File: config.mk
export PLATFORM = sky130hd
export DESIGN_NAME = nvmsc_scanner
export DESIGN_NICKNAME = d
export VERILOG_FILES = /design/src/rtl/nvmsc_scanner.v
export VERILOG_INCLUDE_DIRS = /design/src /design/src/rtl
export SDC_FILE = /design/constraint.sdc
export NUM_CORES = 1
export LEC_CHECK = 0
export ABC_AREA = 0
export BUFFER_PORTS_ARGS = -buffer_cell sky130_fd_sc_hd__buf_2
export CORE_UTILIZATION = 60
export CTS_BUF_LIST = sky130_fd_sc_hd__clkbuf_8
export CTS_CLUSTER_SIZE = 30
export DETAILED_ROUTE_END_ITERATION = 8
export PLACE_DENSITY = 0.89
export SYNTH_ARGS = -nofsm -noshare
export SYNTH_HDL_FRONTEND = slang
export SYNTH_SLANG_ARGS = --single-unit
File: constraint.sdc
create_clock -name clk -period 4.7 [get_ports clk]
set_clock_uncertainty 0.15 [all_clocks]
set_input_delay 0.235 -clock clk [delete_from_list [all_inputs] [get_ports clk]]
set_output_delay 0.235 -clock clk [all_outputs]
set_load 0.005 [all_outputs]
File: src/rtl/nvmsc_map.vh
// register map, field positions, reset values and timing counts of the nvm scanner
// assumes word-indexed printed offsets; byte address is four times the index
`ifndef NVMSC_MAP_VH
`define NVMSC_MAP_VH

// ----------------------------------------
// register indices and address width
// ----------------------------------------
`define NVMSC_IDX_END_ADDR 16'h1c92
`define NVMSC_IDX_CUR_ADDR 16'h1c95
`define NVMSC_IDX_CONTROL 16'h1c98
`define NVMSC_IDX_TRIG_SEL 16'h1c99
`define NVMSC_IDX_TAP_MASK 16'h1c9e
`define NVMSC_IDX_IRQ_STAT 16'h1ca8
`define NVMSC_IDX_IRQ_MASK 16'h1ca9
`define NVMSC_IDX_CRC_CTRL 16'h1caa
`define NVMSC_ADDR_W 18

// ----------------------------------------
// control register fields
// ----------------------------------------
`define NVMSC_CTL_EN 7
`define NVMSC_CTL_GO 6
`define NVMSC_CTL_BUSY 5
`define NVMSC_CTL_ABORT 4
`define NVMSC_CTL_IRQM 3
`define NVMSC_CTL_MODE_HI 1
`define NVMSC_CTL_MODE_LO 0

// access modes
`define NVMSC_MODE_CONC 2'h0
`define NVMSC_MODE_BURST 2'h1
`define NVMSC_MODE_PEEK 2'h2
`define NVMSC_MODE_TRIG 2'h3

// crc control fields (our own register)
`define NVMSC_CRC_EN 0
`define NVMSC_CRC_GO 1

// interrupt status fields
`define NVMSC_IRQ_DONE 0
`define NVMSC_IRQ_ABORT 1

// ----------------------------------------
// reset values
// ----------------------------------------
`define NVMSC_RST_END_ADDR 16'hffff
`define NVMSC_RST_CUR_ADDR 16'h0000
`define NVMSC_RST_TAP_MASK 32'h0000_0000
`define NVMSC_RST_TRIG_SEL 4'h0

// ----------------------------------------
// memory and timing
// ----------------------------------------
`define NVMSC_MEM_LAST 16'h7fff
`define NVMSC_FETCH_NS 20
`define NVMSC_CLK_NS 10
`define NVMSC_FETCH_CYC ((`NVMSC_FETCH_NS + `NVMSC_CLK_NS - 1) / `NVMSC_CLK_NS)

`endif

File: src/rtl/nvmsc_scanner.v
// nvm scanner: walks memory from current to end address, feeds words to the crc engine
// assumes one clock, synchronous inputs, memory answering in a fixed fetch time
//
// Overview of operation
// - 32-bit tap mask, four byte lanes, resets zero, drives crc feedback taps.
// - scanner runs only while enabled; disabling keeps other registers intact.
// - writing go starts scan; hardware clears go at end or crc go low.
// - busy reads one while a fetch cycle is in progress.
// - abort flag shows invalid address or crc disabled; resets to one.
// - irq mode one in non-peek modes pauses scanning during interrupt response.
// - irq mode zero, concurrent or trigger: stall interrupts during each fetch.
// - irq mode zero, burst: stall interrupts until hardware clears go.
// - mode field: 11 trigger, 10 peek, 01 burst, 00 concurrent; peek ignores irq mode.
// - 16-bit current address, loaded by software, increments after every fetch.
// - address register writes ignored while go is set.
// - 16-bit end address resets to all ones.
// - trigger mode: trigger select picks the event input pacing fetches.
// - trigger select decodes eleven sources; 0111 and 1100-1111 reserved.
//
// Our own choice: the strobed register port.
`timescale 1ns/1ps
`include "nvmsc_map.vh"

module nvmsc_scanner
(
   input wire clk,
   input wire rst_b,
   input wire clkEn,
   // register port
   input wire [`NVMSC_ADDR_W-1:0] regAddr,
   input wire [31:0] regWdata,
   input wire [3:0] regBe,
   input wire regWr,
   input wire regRd,
   output reg [31:0] regRdata,
   // interrupt
   output wire irq,
   // cpu interrupt handshake
   input wire cpuIrqActive,
   output wire cpuIrqStall,
   // memory side
   output reg memReq,
   output reg [15:0] memAddr,
   input wire [15:0] memRdata,
   // crc side
   output reg crcDataValid,
   output reg [15:0] crcData,
   output wire [31:0] crcTapMask,
   output wire crcEnable,
   output wire crc_go_bit,
   // trigger sources
   input wire lowFreqInternalOsc,
   input wire refClockOut,
   input wire timer0Overflow,
   input wire timer1Overflow,
   input wire timer2Postscaled,
   input wire timer3Overflow,
   input wire timer4Postscaled,
   input wire logicCell1Out,
   input wire logicCell2Out,
   input wire logicCell3Out,
   input wire logicCell4Out
);

   localparam integer FETCH_INT = `NVMSC_FETCH_CYC;
   localparam [2:0] FETCH_CYC = FETCH_INT[2:0];
   localparam ST_IDLE = 1'b0;
   localparam ST_FETCH = 1'b1;

   // ----------------------------------------
   // registers
   // ----------------------------------------
   reg [15:0] endAddr_reg;
   reg [15:0] curAddr_reg;
   reg en_reg;
   reg go_reg;
   reg irqMode_reg;
   reg [1:0] mode_reg;
   reg [3:0] trigSel_reg;
   reg [31:0] tapMask_reg;
   reg crc_enable_bit_reg;
   reg crc_go_bit_reg;
   reg [1:0] irqStat_reg;
   reg [1:0] irqMask_reg;
   reg state_reg;
   reg [2:0] waitCnt_reg;
   reg trigPrev_reg;
   reg trigPend_reg;

   wire [15:0] wIdx = regAddr[`NVMSC_ADDR_W-1:2];
   wire wEnd = regWr && (wIdx == `NVMSC_IDX_END_ADDR);
   wire wCur = regWr && (wIdx == `NVMSC_IDX_CUR_ADDR);
   wire wCtl = regWr && (wIdx == `NVMSC_IDX_CONTROL) && regBe[0];
   wire wTrg = regWr && (wIdx == `NVMSC_IDX_TRIG_SEL) && regBe[0];
   wire wTap = regWr && (wIdx == `NVMSC_IDX_TAP_MASK);
   wire wSta = regWr && (wIdx == `NVMSC_IDX_IRQ_STAT) && regBe[0];
   wire wMsk = regWr && (wIdx == `NVMSC_IDX_IRQ_MASK) && regBe[0];
   wire wCrc = regWr && (wIdx == `NVMSC_IDX_CRC_CTRL) && regBe[0];

   // ----------------------------------------
   // trigger selection
   // ----------------------------------------
   reg trigSrc;
   // reserved codes select a constant low, so trigger mode simply never fetches
   always @*
   begin
      case (trigSel_reg)
         4'h0: trigSrc = lowFreqInternalOsc;
         4'h1: trigSrc = refClockOut;
         4'h2: trigSrc = timer0Overflow;
         4'h3: trigSrc = timer1Overflow;
         4'h4: trigSrc = timer2Postscaled;
         4'h5: trigSrc = timer3Overflow;
         4'h6: trigSrc = timer4Postscaled;
         4'h8: trigSrc = logicCell1Out;
         4'h9: trigSrc = logicCell2Out;
         4'ha: trigSrc = logicCell3Out;
         4'hb: trigSrc = logicCell4Out;
         default: trigSrc = 1'b0;
      endcase
   end

   // ----------------------------------------
   // scan control terms
   // ----------------------------------------
   wire isTrig = (mode_reg == `NVMSC_MODE_TRIG);
   wire isBurst = (mode_reg == `NVMSC_MODE_BURST);
   wire isPeek = (mode_reg == `NVMSC_MODE_PEEK);
   wire busy = (state_reg == ST_FETCH);
   wire addrValid = (curAddr_reg <= `NVMSC_MEM_LAST);
   wire abortFlag = !addrValid || !crc_enable_bit_reg;
   wire pastEnd = (curAddr_reg > endAddr_reg);
   // peek only steals idle cycles, so it waits out any interrupt response
   wire irqPause = cpuIrqActive && (isPeek || irqMode_reg);
   wire trigEdge = trigSrc && !trigPrev_reg;
   wire canStart = en_reg && go_reg && crc_go_bit_reg && !abortFlag && !pastEnd
      && !irqPause && (!isTrig || trigPend_reg);
   wire hwClrGo = go_reg && ((pastEnd && !busy) || !crc_go_bit_reg);
   wire fetchDone = busy && (waitCnt_reg == 3'h0);
   wire fetchStart = !busy && canStart && !hwClrGo;

   // interrupt stall toward the cpu, only when irq mode is zero outside peek
   assign cpuIrqStall = en_reg && !irqMode_reg && !isPeek
      && ((isBurst && go_reg) || (!isBurst && busy));

   assign crcTapMask = tapMask_reg;
   assign crcEnable = crc_enable_bit_reg;
   assign crc_go_bit = crc_go_bit_reg;
   assign irq = |(irqStat_reg & irqMask_reg);

   // ----------------------------------------
   // configuration registers
   // ----------------------------------------
   // software alone moves these; enable never touches the others
   always @(posedge clk)
   begin
      if (!rst_b)
      begin
         tapMask_reg <= `NVMSC_RST_TAP_MASK;
         trigSel_reg <= `NVMSC_RST_TRIG_SEL;
         irqMask_reg <= 2'h0;
         crc_enable_bit_reg <= 1'b0;
         crc_go_bit_reg <= 1'b0;
         en_reg <= 1'b0;
         irqMode_reg <= 1'b0;
         mode_reg <= `NVMSC_MODE_CONC;
      end
      else if (clkEn)
      begin
         // tap mask byte lanes
         if (wTap)
         begin
            if (regBe[0]) tapMask_reg[7:0] <= regWdata[7:0];
            if (regBe[1]) tapMask_reg[15:8] <= regWdata[15:8];
            if (regBe[2]) tapMask_reg[23:16] <= regWdata[23:16];
            if (regBe[3]) tapMask_reg[31:24] <= regWdata[31:24];
         end
         if (wTrg)
            trigSel_reg <= regWdata[3:0];
         if (wMsk)
            irqMask_reg <= regWdata[1:0];
         if (wCrc)
         begin
            crc_enable_bit_reg <= regWdata[`NVMSC_CRC_EN];
            crc_go_bit_reg <= regWdata[`NVMSC_CRC_GO];
         end
         // control fields other than go
         if (wCtl)
         begin
            en_reg <= regWdata[`NVMSC_CTL_EN];
            irqMode_reg <= regWdata[`NVMSC_CTL_IRQM];
            mode_reg <= regWdata[`NVMSC_CTL_MODE_HI:`NVMSC_CTL_MODE_LO];
         end
      end
   end

   // ----------------------------------------
   // scan go bit
   // ----------------------------------------
   // hardware clear comes last so it wins over a software set in one cycle
   always @(posedge clk)
   begin
      if (!rst_b)
         go_reg <= 1'b0;
      else if (clkEn)
      begin
         if (wCtl)
            go_reg <= regWdata[`NVMSC_CTL_GO];
         if (hwClrGo)
            go_reg <= 1'b0;
      end
   end

   // ----------------------------------------
   // scan address registers
   // ----------------------------------------
   // writes are dropped while go is set, so a running scan keeps its window;
   // a write after software cleared go lands over a late increment
   always @(posedge clk)
   begin
      if (!rst_b)
      begin
         endAddr_reg <= `NVMSC_RST_END_ADDR;
         curAddr_reg <= `NVMSC_RST_CUR_ADDR;
      end
      else if (clkEn)
      begin
         if (wEnd && !go_reg)
         begin
            if (regBe[0]) endAddr_reg[7:0] <= regWdata[7:0];
            if (regBe[1]) endAddr_reg[15:8] <= regWdata[15:8];
         end
         if (fetchDone)
            curAddr_reg <= curAddr_reg + 16'h0001;
         if (wCur && !go_reg)
         begin
            if (regBe[0]) curAddr_reg[7:0] <= regWdata[7:0];
            if (regBe[1]) curAddr_reg[15:8] <= regWdata[15:8];
         end
      end
   end

   // ----------------------------------------
   // fetch engine
   // ----------------------------------------
   // a fetch waits a fixed count, then hands its word on in one pulse
   always @(posedge clk)
   begin
      if (!rst_b)
      begin
         state_reg <= ST_IDLE;
         waitCnt_reg <= 3'h0;
         memReq <= 1'b0;
         memAddr <= 16'h0000;
         crcDataValid <= 1'b0;
         crcData <= 16'h0000;
      end
      else if (clkEn)
      begin
         crcDataValid <= 1'b0;
         memReq <= 1'b0;
         case (state_reg)
            ST_IDLE:
            begin
               if (fetchStart)
               begin
                  state_reg <= ST_FETCH;
                  memReq <= 1'b1;
                  memAddr <= curAddr_reg;
                  waitCnt_reg <= FETCH_CYC - 3'h1;
               end
            end
            ST_FETCH:
            begin
               if (fetchDone)
               begin
                  state_reg <= ST_IDLE;
                  crcData <= memRdata;
                  crcDataValid <= 1'b1;
               end
               else
                  waitCnt_reg <= waitCnt_reg - 3'h1;
            end
            default:
               state_reg <= ST_IDLE;
         endcase
      end
   end

   // ----------------------------------------
   // trigger event latch
   // ----------------------------------------
   // events are latched so a short pulse is not missed; one pending at most
   always @(posedge clk)
   begin
      if (!rst_b)
      begin
         trigPrev_reg <= 1'b0;
         trigPend_reg <= 1'b0;
      end
      else if (clkEn)
      begin
         trigPrev_reg <= trigSrc;
         if (!isTrig || !go_reg)
            trigPend_reg <= 1'b0;
         else if (trigEdge)
            trigPend_reg <= 1'b1;
         else if (fetchStart)
            trigPend_reg <= 1'b0;
      end
   end

   // ----------------------------------------
   // interrupt status
   // ----------------------------------------
   // sticky events; a new event wins over a write-one clear
   always @(posedge clk)
   begin
      if (!rst_b)
         irqStat_reg <= 2'h0;
      else if (clkEn)
      begin
         if (wSta)
            irqStat_reg <= irqStat_reg & ~regWdata[1:0];
         if (hwClrGo && pastEnd)
            irqStat_reg[`NVMSC_IRQ_DONE] <= 1'b1;
         if (go_reg && en_reg && abortFlag)
            irqStat_reg[`NVMSC_IRQ_ABORT] <= 1'b1;
      end
   end

   // ----------------------------------------
   // read data, one cycle after the strobe
   // ----------------------------------------
   always @(posedge clk)
   begin
      if (!rst_b)
         regRdata <= 32'h0000_0000;
      else if (clkEn)
      begin
         regRdata <= 32'h0000_0000; // unmapped reads return zero
         if (regRd)
         begin
            case (wIdx)
               `NVMSC_IDX_END_ADDR: regRdata <= {16'h0000, endAddr_reg};
               `NVMSC_IDX_CUR_ADDR: regRdata <= {16'h0000, curAddr_reg};
               `NVMSC_IDX_CONTROL: regRdata <= {24'h000000, en_reg, go_reg, busy,
                  abortFlag, irqMode_reg, 1'b0, mode_reg};
               `NVMSC_IDX_TRIG_SEL: regRdata <= {28'h0000000, trigSel_reg};
               `NVMSC_IDX_TAP_MASK: regRdata <= tapMask_reg;
               `NVMSC_IDX_IRQ_STAT: regRdata <= {30'h0, irqStat_reg};
               `NVMSC_IDX_IRQ_MASK: regRdata <= {30'h0, irqMask_reg};
               `NVMSC_IDX_CRC_CTRL: regRdata <= {30'h0, crc_go_bit_reg, crc_enable_bit_reg};
               default: regRdata <= 32'h0000_0000;
            endcase
         end
      end
   end

endmodule

# Word level (Yosys, flattened, before mapping)
# Index checks and enable logic that the tools add are counted.
# Widths: inputs -> output; s select.
[totals]
out_inout_bits = 102
inputBits = 87
reg_bits = 151
[classes]
muxes = 24
bitwise = 4
n_eq_ne = 23
reduce_logical = 79
n_addsub = 2
order_cmp = 2
[ops]
columns = ["cell", "count"]
rows = [
  ["$pmux 32 s8", 1],
  ["$eq 16x13->1 const B", 8],
  ["$logic_and 1x1->1", 35],
  ["$mux 16", 2],
  ["$mux 32", 1],
  ["$reduce_and 3->1", 9],
  ["$add 16x1->16 const B", 1],
  ["$eq 4x4->1 const B", 4],
  ["$gt 16x16->1", 1],
  ["$le 16x15->1 const B", 1],
  ["$mux 8", 2],
  ["$reduce_and 2->1", 8],
  ["$logic_not 1->1", 14],
  ["$eq 4x3->1 const B", 3],
  ["$mux 1", 12],
  ["$pmux 1 s11", 1],
  ["$eq 4x2->1 const B", 2],
  ["$logic_or 1x1->1", 6],
  ["$mux 3", 2],
  ["$pmux 3 s2", 1],
  ["$reduce_bool 2->1", 3],
  ["$and 2x2->2", 2],
  ["$eq 2x2->1 const B", 2],
  ["$eq 4x1->1 const B", 1],
  ["11 further kinds", 12],
]

# Longest topological paths before layout
[logic_depth]
depth_word = 13
ltp_mapped = 10
ltp_nobuf = 10

# Least setup slack after synthesis
# No wires, ideal clock.
[synth_timing]
path_kind = "reg2reg"
from = "register endAddr_reg[15]"
to = "register memAddr[15]"
stages_incl_launch_ff = 10
path_slack_ps = 2118
arrival_time_ps = 2316
required_time_ps = 4435
path_cell_list = "dfxtp_1 -> inv_1 -> ha_1 -> nand4_1 -> nor2_1 -> or3_1 -> or4_1 -> o22a_1 -> buf_2 -> and3_1"
[synth_via]
elab_chain_cells = 8
[synth_lines]
columns = ["element", "line_no", "source"]
rows = [
  ["start, declared", "nvmsc_scanner.v:73", "reg [15:0] endAddr_reg;"],
  ["start signal, assigned", "nvmsc_scanner.v:223", "endAddr_reg <= `NVMSC_RST_END_ADDR;"],
  ["start signal, assigned", "nvmsc_scanner.v:231", "if (regBe[1]) endAddr_reg[15:8] <= regWdata[15:8];"],
  ["$gt 16x16->1 *", "nvmsc_scanner.v:132", "wire pastEnd = (curAddr_reg > endAddr_reg);"],
  ["$logic_not 1->1", "nvmsc_scanner.v:136", "wire canStart = en_reg && go_reg && crc_go_bit_reg && !abortFlag && !pastEnd"],
  ["$logic_and 1x1->1", "nvmsc_scanner.v:136", ""],
  ["$logic_and 1x1->1 (2 in series)", "nvmsc_scanner.v:137", "&& !irqPause && (!isTrig || trigPend_reg);"],
  ["$logic_and 1x1->1", "nvmsc_scanner.v:140", "wire fetchStart = !busy && canStart && !hwClrGo;"],
  ["$logic_and 1x1->1 *", "nvmsc_scanner.v:140", ""],
  ["$reduce_and 3->1 (no line) *", "--", ""],
  ["end signal, assigned", "nvmsc_scanner.v:269", "memAddr <= curAddr_reg;"],
  ["end, declared", "nvmsc_scanner.v:43", "output reg [15:0] memAddr,"],
]
# Mark *: on every way between the ends. The rest lies on a longest branch, timed or not.
# A chain may end at the register's enable or synchronous reset.

# Worst setup path after layout
[layout_timing]
from = "register curAddr_reg[9]"
to = "register memAddr[6]"
[layout_via]
elab_chain_cells = 11
[layout_lines]
columns = ["element", "line_no", "source"]
rows = [
  ["start, declared", "nvmsc_scanner.v:74", "reg [15:0] curAddr_reg;"],
  ["start signal, assigned", "nvmsc_scanner.v:224", "curAddr_reg <= `NVMSC_RST_CUR_ADDR;"],
  ["start signal, assigned", "nvmsc_scanner.v:234", "curAddr_reg <= curAddr_reg + 16'h0001;"],
  ["start signal, assigned", "nvmsc_scanner.v:238", "if (regBe[1]) curAddr_reg[15:8] <= regWdata[15:8];"],
  ["$le 16x15->1 (no line)", "--", ""],
  ["$logic_not 1->1", "nvmsc_scanner.v:131", "wire abortFlag = !addrValid || !crc_enable_bit_reg;"],
  ["$logic_or 1x1->1", "nvmsc_scanner.v:131", ""],
  ["$logic_not 1->1", "nvmsc_scanner.v:136", ""],
  ["$logic_and 1x1->1 (2 in series)", "nvmsc_scanner.v:136", ""],
  ["$logic_and 1x1->1 (2 in series)", "nvmsc_scanner.v:137", ""],
  ["$logic_and 1x1->1", "nvmsc_scanner.v:140", ""],
  ["$logic_and 1x1->1 *", "nvmsc_scanner.v:140", ""],
  ["$reduce_and 3->1 (no line) *", "--", ""],
]
# Marked as above.

==> flow_summary_export.csv <==
group,metric,value,unit
cts,cts_tree,"done",
cts,cts_resized,0,
outcome,status,"complete, no violations",
flow_run,drv_cap,0,
timing,finalSetupViolCount,0,
synth,synthDistinctLibCells,65,
final_layout,layout.nets,1216,
detailed_routing,drc,0,
timing,hold_violations,0,
cts,post_cts_buffers,0,
placed_design,gp_congestion,0.938,
die,coreArea,12200,um^2
detailed_routing,firstDrtPassIters,5,
synth,syn_area,7560,um^2
die,io_pins,189,
pwr,clkPwrFrac,0.412,
timing,setup_tns,0,ns
final_layout,finalInstanceArea,9530,um^2
placed_design,dp_hpwl,14000,um
pwr,p_seq_frac,0.525,
die,dieArea,13100,um^2
global_routing,track_usage,0.362,
detailed_routing,drt_iter0_drc,699,
cts,cts_sinks,151,
die,die_y,114,um
final_layout,fillers,803,
cts,h-tree-depth,4,
synth,synth_edf_count,0,
synth,ys_ff_latch,151,
pwr,p_comb_frac,0.063,
global_routing,grt_pass1_vias,7404,
pwr,internal_power,1860,uW
global_routing,grt_max_degree,95,
die,dieWidth,114,um
worst_setup_path,endpoint_kind,"register",
worst_setup_path,worstReg2RegStart,"curAddr_reg[9]",
timing,grt_setup_unrepaired,"false",
pwr,cellPowerDensity,255,nW/um^2
worst_setup_path,critPathMaxFanout,16,
synth,netlist_instances,893,
pwr,peakVddDrop,0.348,mV
worst_setup_path,cp.required,4.92,ns
timing,relSlewSlack,0.272,
timing,setup_slack,1.58,ns
worst_setup_path,cp-start-kind,"register",
placed_design,dpl_cell_area,8480,um^2
worst_setup_path,worstSetupStartpoint,"curAddr_reg[9]",
final_layout,syn_to_final_growth,26.1,%
synth,yosysSeqAreaShare,0.400,
min_path,hold_path_class,"primary input to register",
timing,min_period,3.12,ns
cts,cts_root_buf,"clkbuf_8",
cts,numCtsBuffers,17,
synth,yosys-top-cells-area,"dfxtp_1 (40%), nand2_1 (7.4%), nor2b_1 (6.4%)",
detailed_routing,finalWirelength,23000,um
synth,synthArstFlopShare,0,
pwr,switching_share,0.234,
synth,synth_top_cell_area_share,0.400,
global_routing,grt_overflow,0,
final_layout,insertedDiodeCount,0,
min_path,hold_start,"clkEn",
die,initial_core_util,0.622,
detailed_routing,via_count,7607,
die,rows,40,
timing,tightestPinTransition,1.08,ns
global_routing,grt_pass1_wl,36800,um
pwr,p_leak,0.00390,uW
synth,yosysWarnings,0,
worst_setup_path,worstPathArrival,3.34,ns
placed_design,place.port_buffers,186,
global_routing,grt_antenna_before_repair,0,
detailed_routing,avgRoutedWirePerCell,17.8,um
timing,final-max-slew-violation-count,0,
final_layout,drive_above_1_share,0.223,
synth,avgSynthCellArea,8.46,um^2
synth,synth_top_cell_by_area,"dfxtp_1",
cts,clkLatencyLatePin,0.45,ns
pwr,p_sw,570,uW
worst_setup_path,worst-setup-path-type,"register to register",
detailed_routing,viasPerCell,5.89,
timing,fmax,0.320,GHz
timing,min_period_over_period,0.665,
cts,path_clk_slew,0.09,ns
synth,synth_ff_type,"dfxtp_1",
placed_design,post-place-ws,1.63,ns
cts,clock_path_buffers,2,
detailed_routing,ant_nets,0,
synth,synth_fp_nets,999,
-- final timing paths --
kind / cells past startpoint / slack (ns) / end
setup reg to reg: 9 / 1.58 / memAddr[6]
setup / recovery: 9 / 1.58 / memAddr[6]
hold reg to reg: 2 / 0.31 / memAddr[4]
hold / removal: 4 / 0.11 / regRdata[18]
-- synthesized netlist by cell type, types with 2 or more instances --
cell	n
o31ai_1	6
and3_1	8
buf_2	16
nand4_1	8
and2_1	14
mux4_2	2
nor3_1	10
buf_6	4
nor4_1	7
a22oi_1	23
a31oi_1	3
mux2_2	2
a21boi_1	21
nor2_1	20
nor3b_1	2
or3_1	3
a21oi_1	42
a21boi_0	41
nand4b_1	2
o211ai_1	13
nor4_4	3
nor2_4	2
clkbuf_1	38
or4_1	2
nand2b_1	6
a22o_1	8
mux2i_1	25
ha_1	19
a222oi_1	2
dfxtp_1	151
a21o_1	2
buf_1	2
nand3b_1	6
o211ai_2	4
o22ai_1	12
inv_1	36
nand2_1	150
o21a_1	10
o21ai_0	24
o41ai_1	3
nor2b_1	77
nand3_1	39
or2_2	3
-- placed cells by master (no fill, tap or decap), types with 12 or more instances in the layout --
cell           count
a21boi_0          41
a21boi_1          21
a21oi_1           42
a22oi_1           23
and2_1            14
buf_2            185
clkbuf_8          20
dfxtp_1          151
dlygate4sd3_1     65
ha_1              19
inv_1             37
mux2i_1           25
nand2_1          150
nand3_1           39
nor2_1            20
nor2b_1           77
o211ai_1          13
o21ai_0           24
o22ai_1           12
-- area by class of cell --
class                           count  area [um^2]  share of cell area
Clock buffer                       20          275              0.0289
Multi-Input combinational cell    645         4120               0.432
Timing Repair Buffer              259         1640               0.172
Sequential cell                   151         3020               0.317
Inverter                           36          135              0.0142
Tap cell                          168          210              0.0221
Clock inverter                     12          128              0.0134
-- through the flow --
step	util	power [uW]	hold slack (ns)	std cells
floorplan	-	1370	0.215	893
global placement	0.697	1420	0.295	1194
detailed placement	0.697	1420	0.305	1194
CTS	0.784	2430	0.0891	1291
global route	0.784	2500	0.140	1291
finish	0.784	2440	0.113	1291
-- critical path, cell delays in order, from the launching register on --
cell      delay (ns)
dfxtp_1         0.52
ha_1            0.33
a21oi_1         0.20
nor3_1          0.06
or3_1           0.31
or4_1           0.50
a21oi_1         0.37
buf_4           0.32
nand2_1         0.09
a21boi_0        0.19
-- timing repair --
item,4_1_cts,5_1_grt
hold endpoints to repair,68,0
hold buffers,65,0
endpoints found under the setup margin,0,0
-- per-layer routing --
layer / track usage / part of all wire
met5: 0 / 0
met4: 0.177 / 0.033
met3: 0.0985 / 0.092
met2: 0.603 / 0.49
met1: 0.430 / 0.39
-- logic make-up (layout without fill, tap and decap cells) --
kind of cell	after synthesis	after routing	share of synthesized area
buf+inv	97	327	0.0553
simple gates	371	371	0.261
fa+ha+maj	19	19	0.0315
mux	29	29	0.0420
flops	151	151	0.400
xor+xnor	1	1	0.00116
compound gates	225	225	0.209
-- power groups by stage --
| stage | clock (uW) | combinational (uW) | sequential (uW) |
|---|---|---|---|
| global placement | 0 | 114 | 1310 |
| finish | 1000 | 152 | 1280 |
| CTS | 1010 | 146 | 1280 |
| global route | 1060 | 160 | 1280 |
| floorplan | 0 | 58.5 | 1310 |
| detailed placement | 0 | 115 | 1310 |
Note: power is estimated with default switching activity, not from simulation.
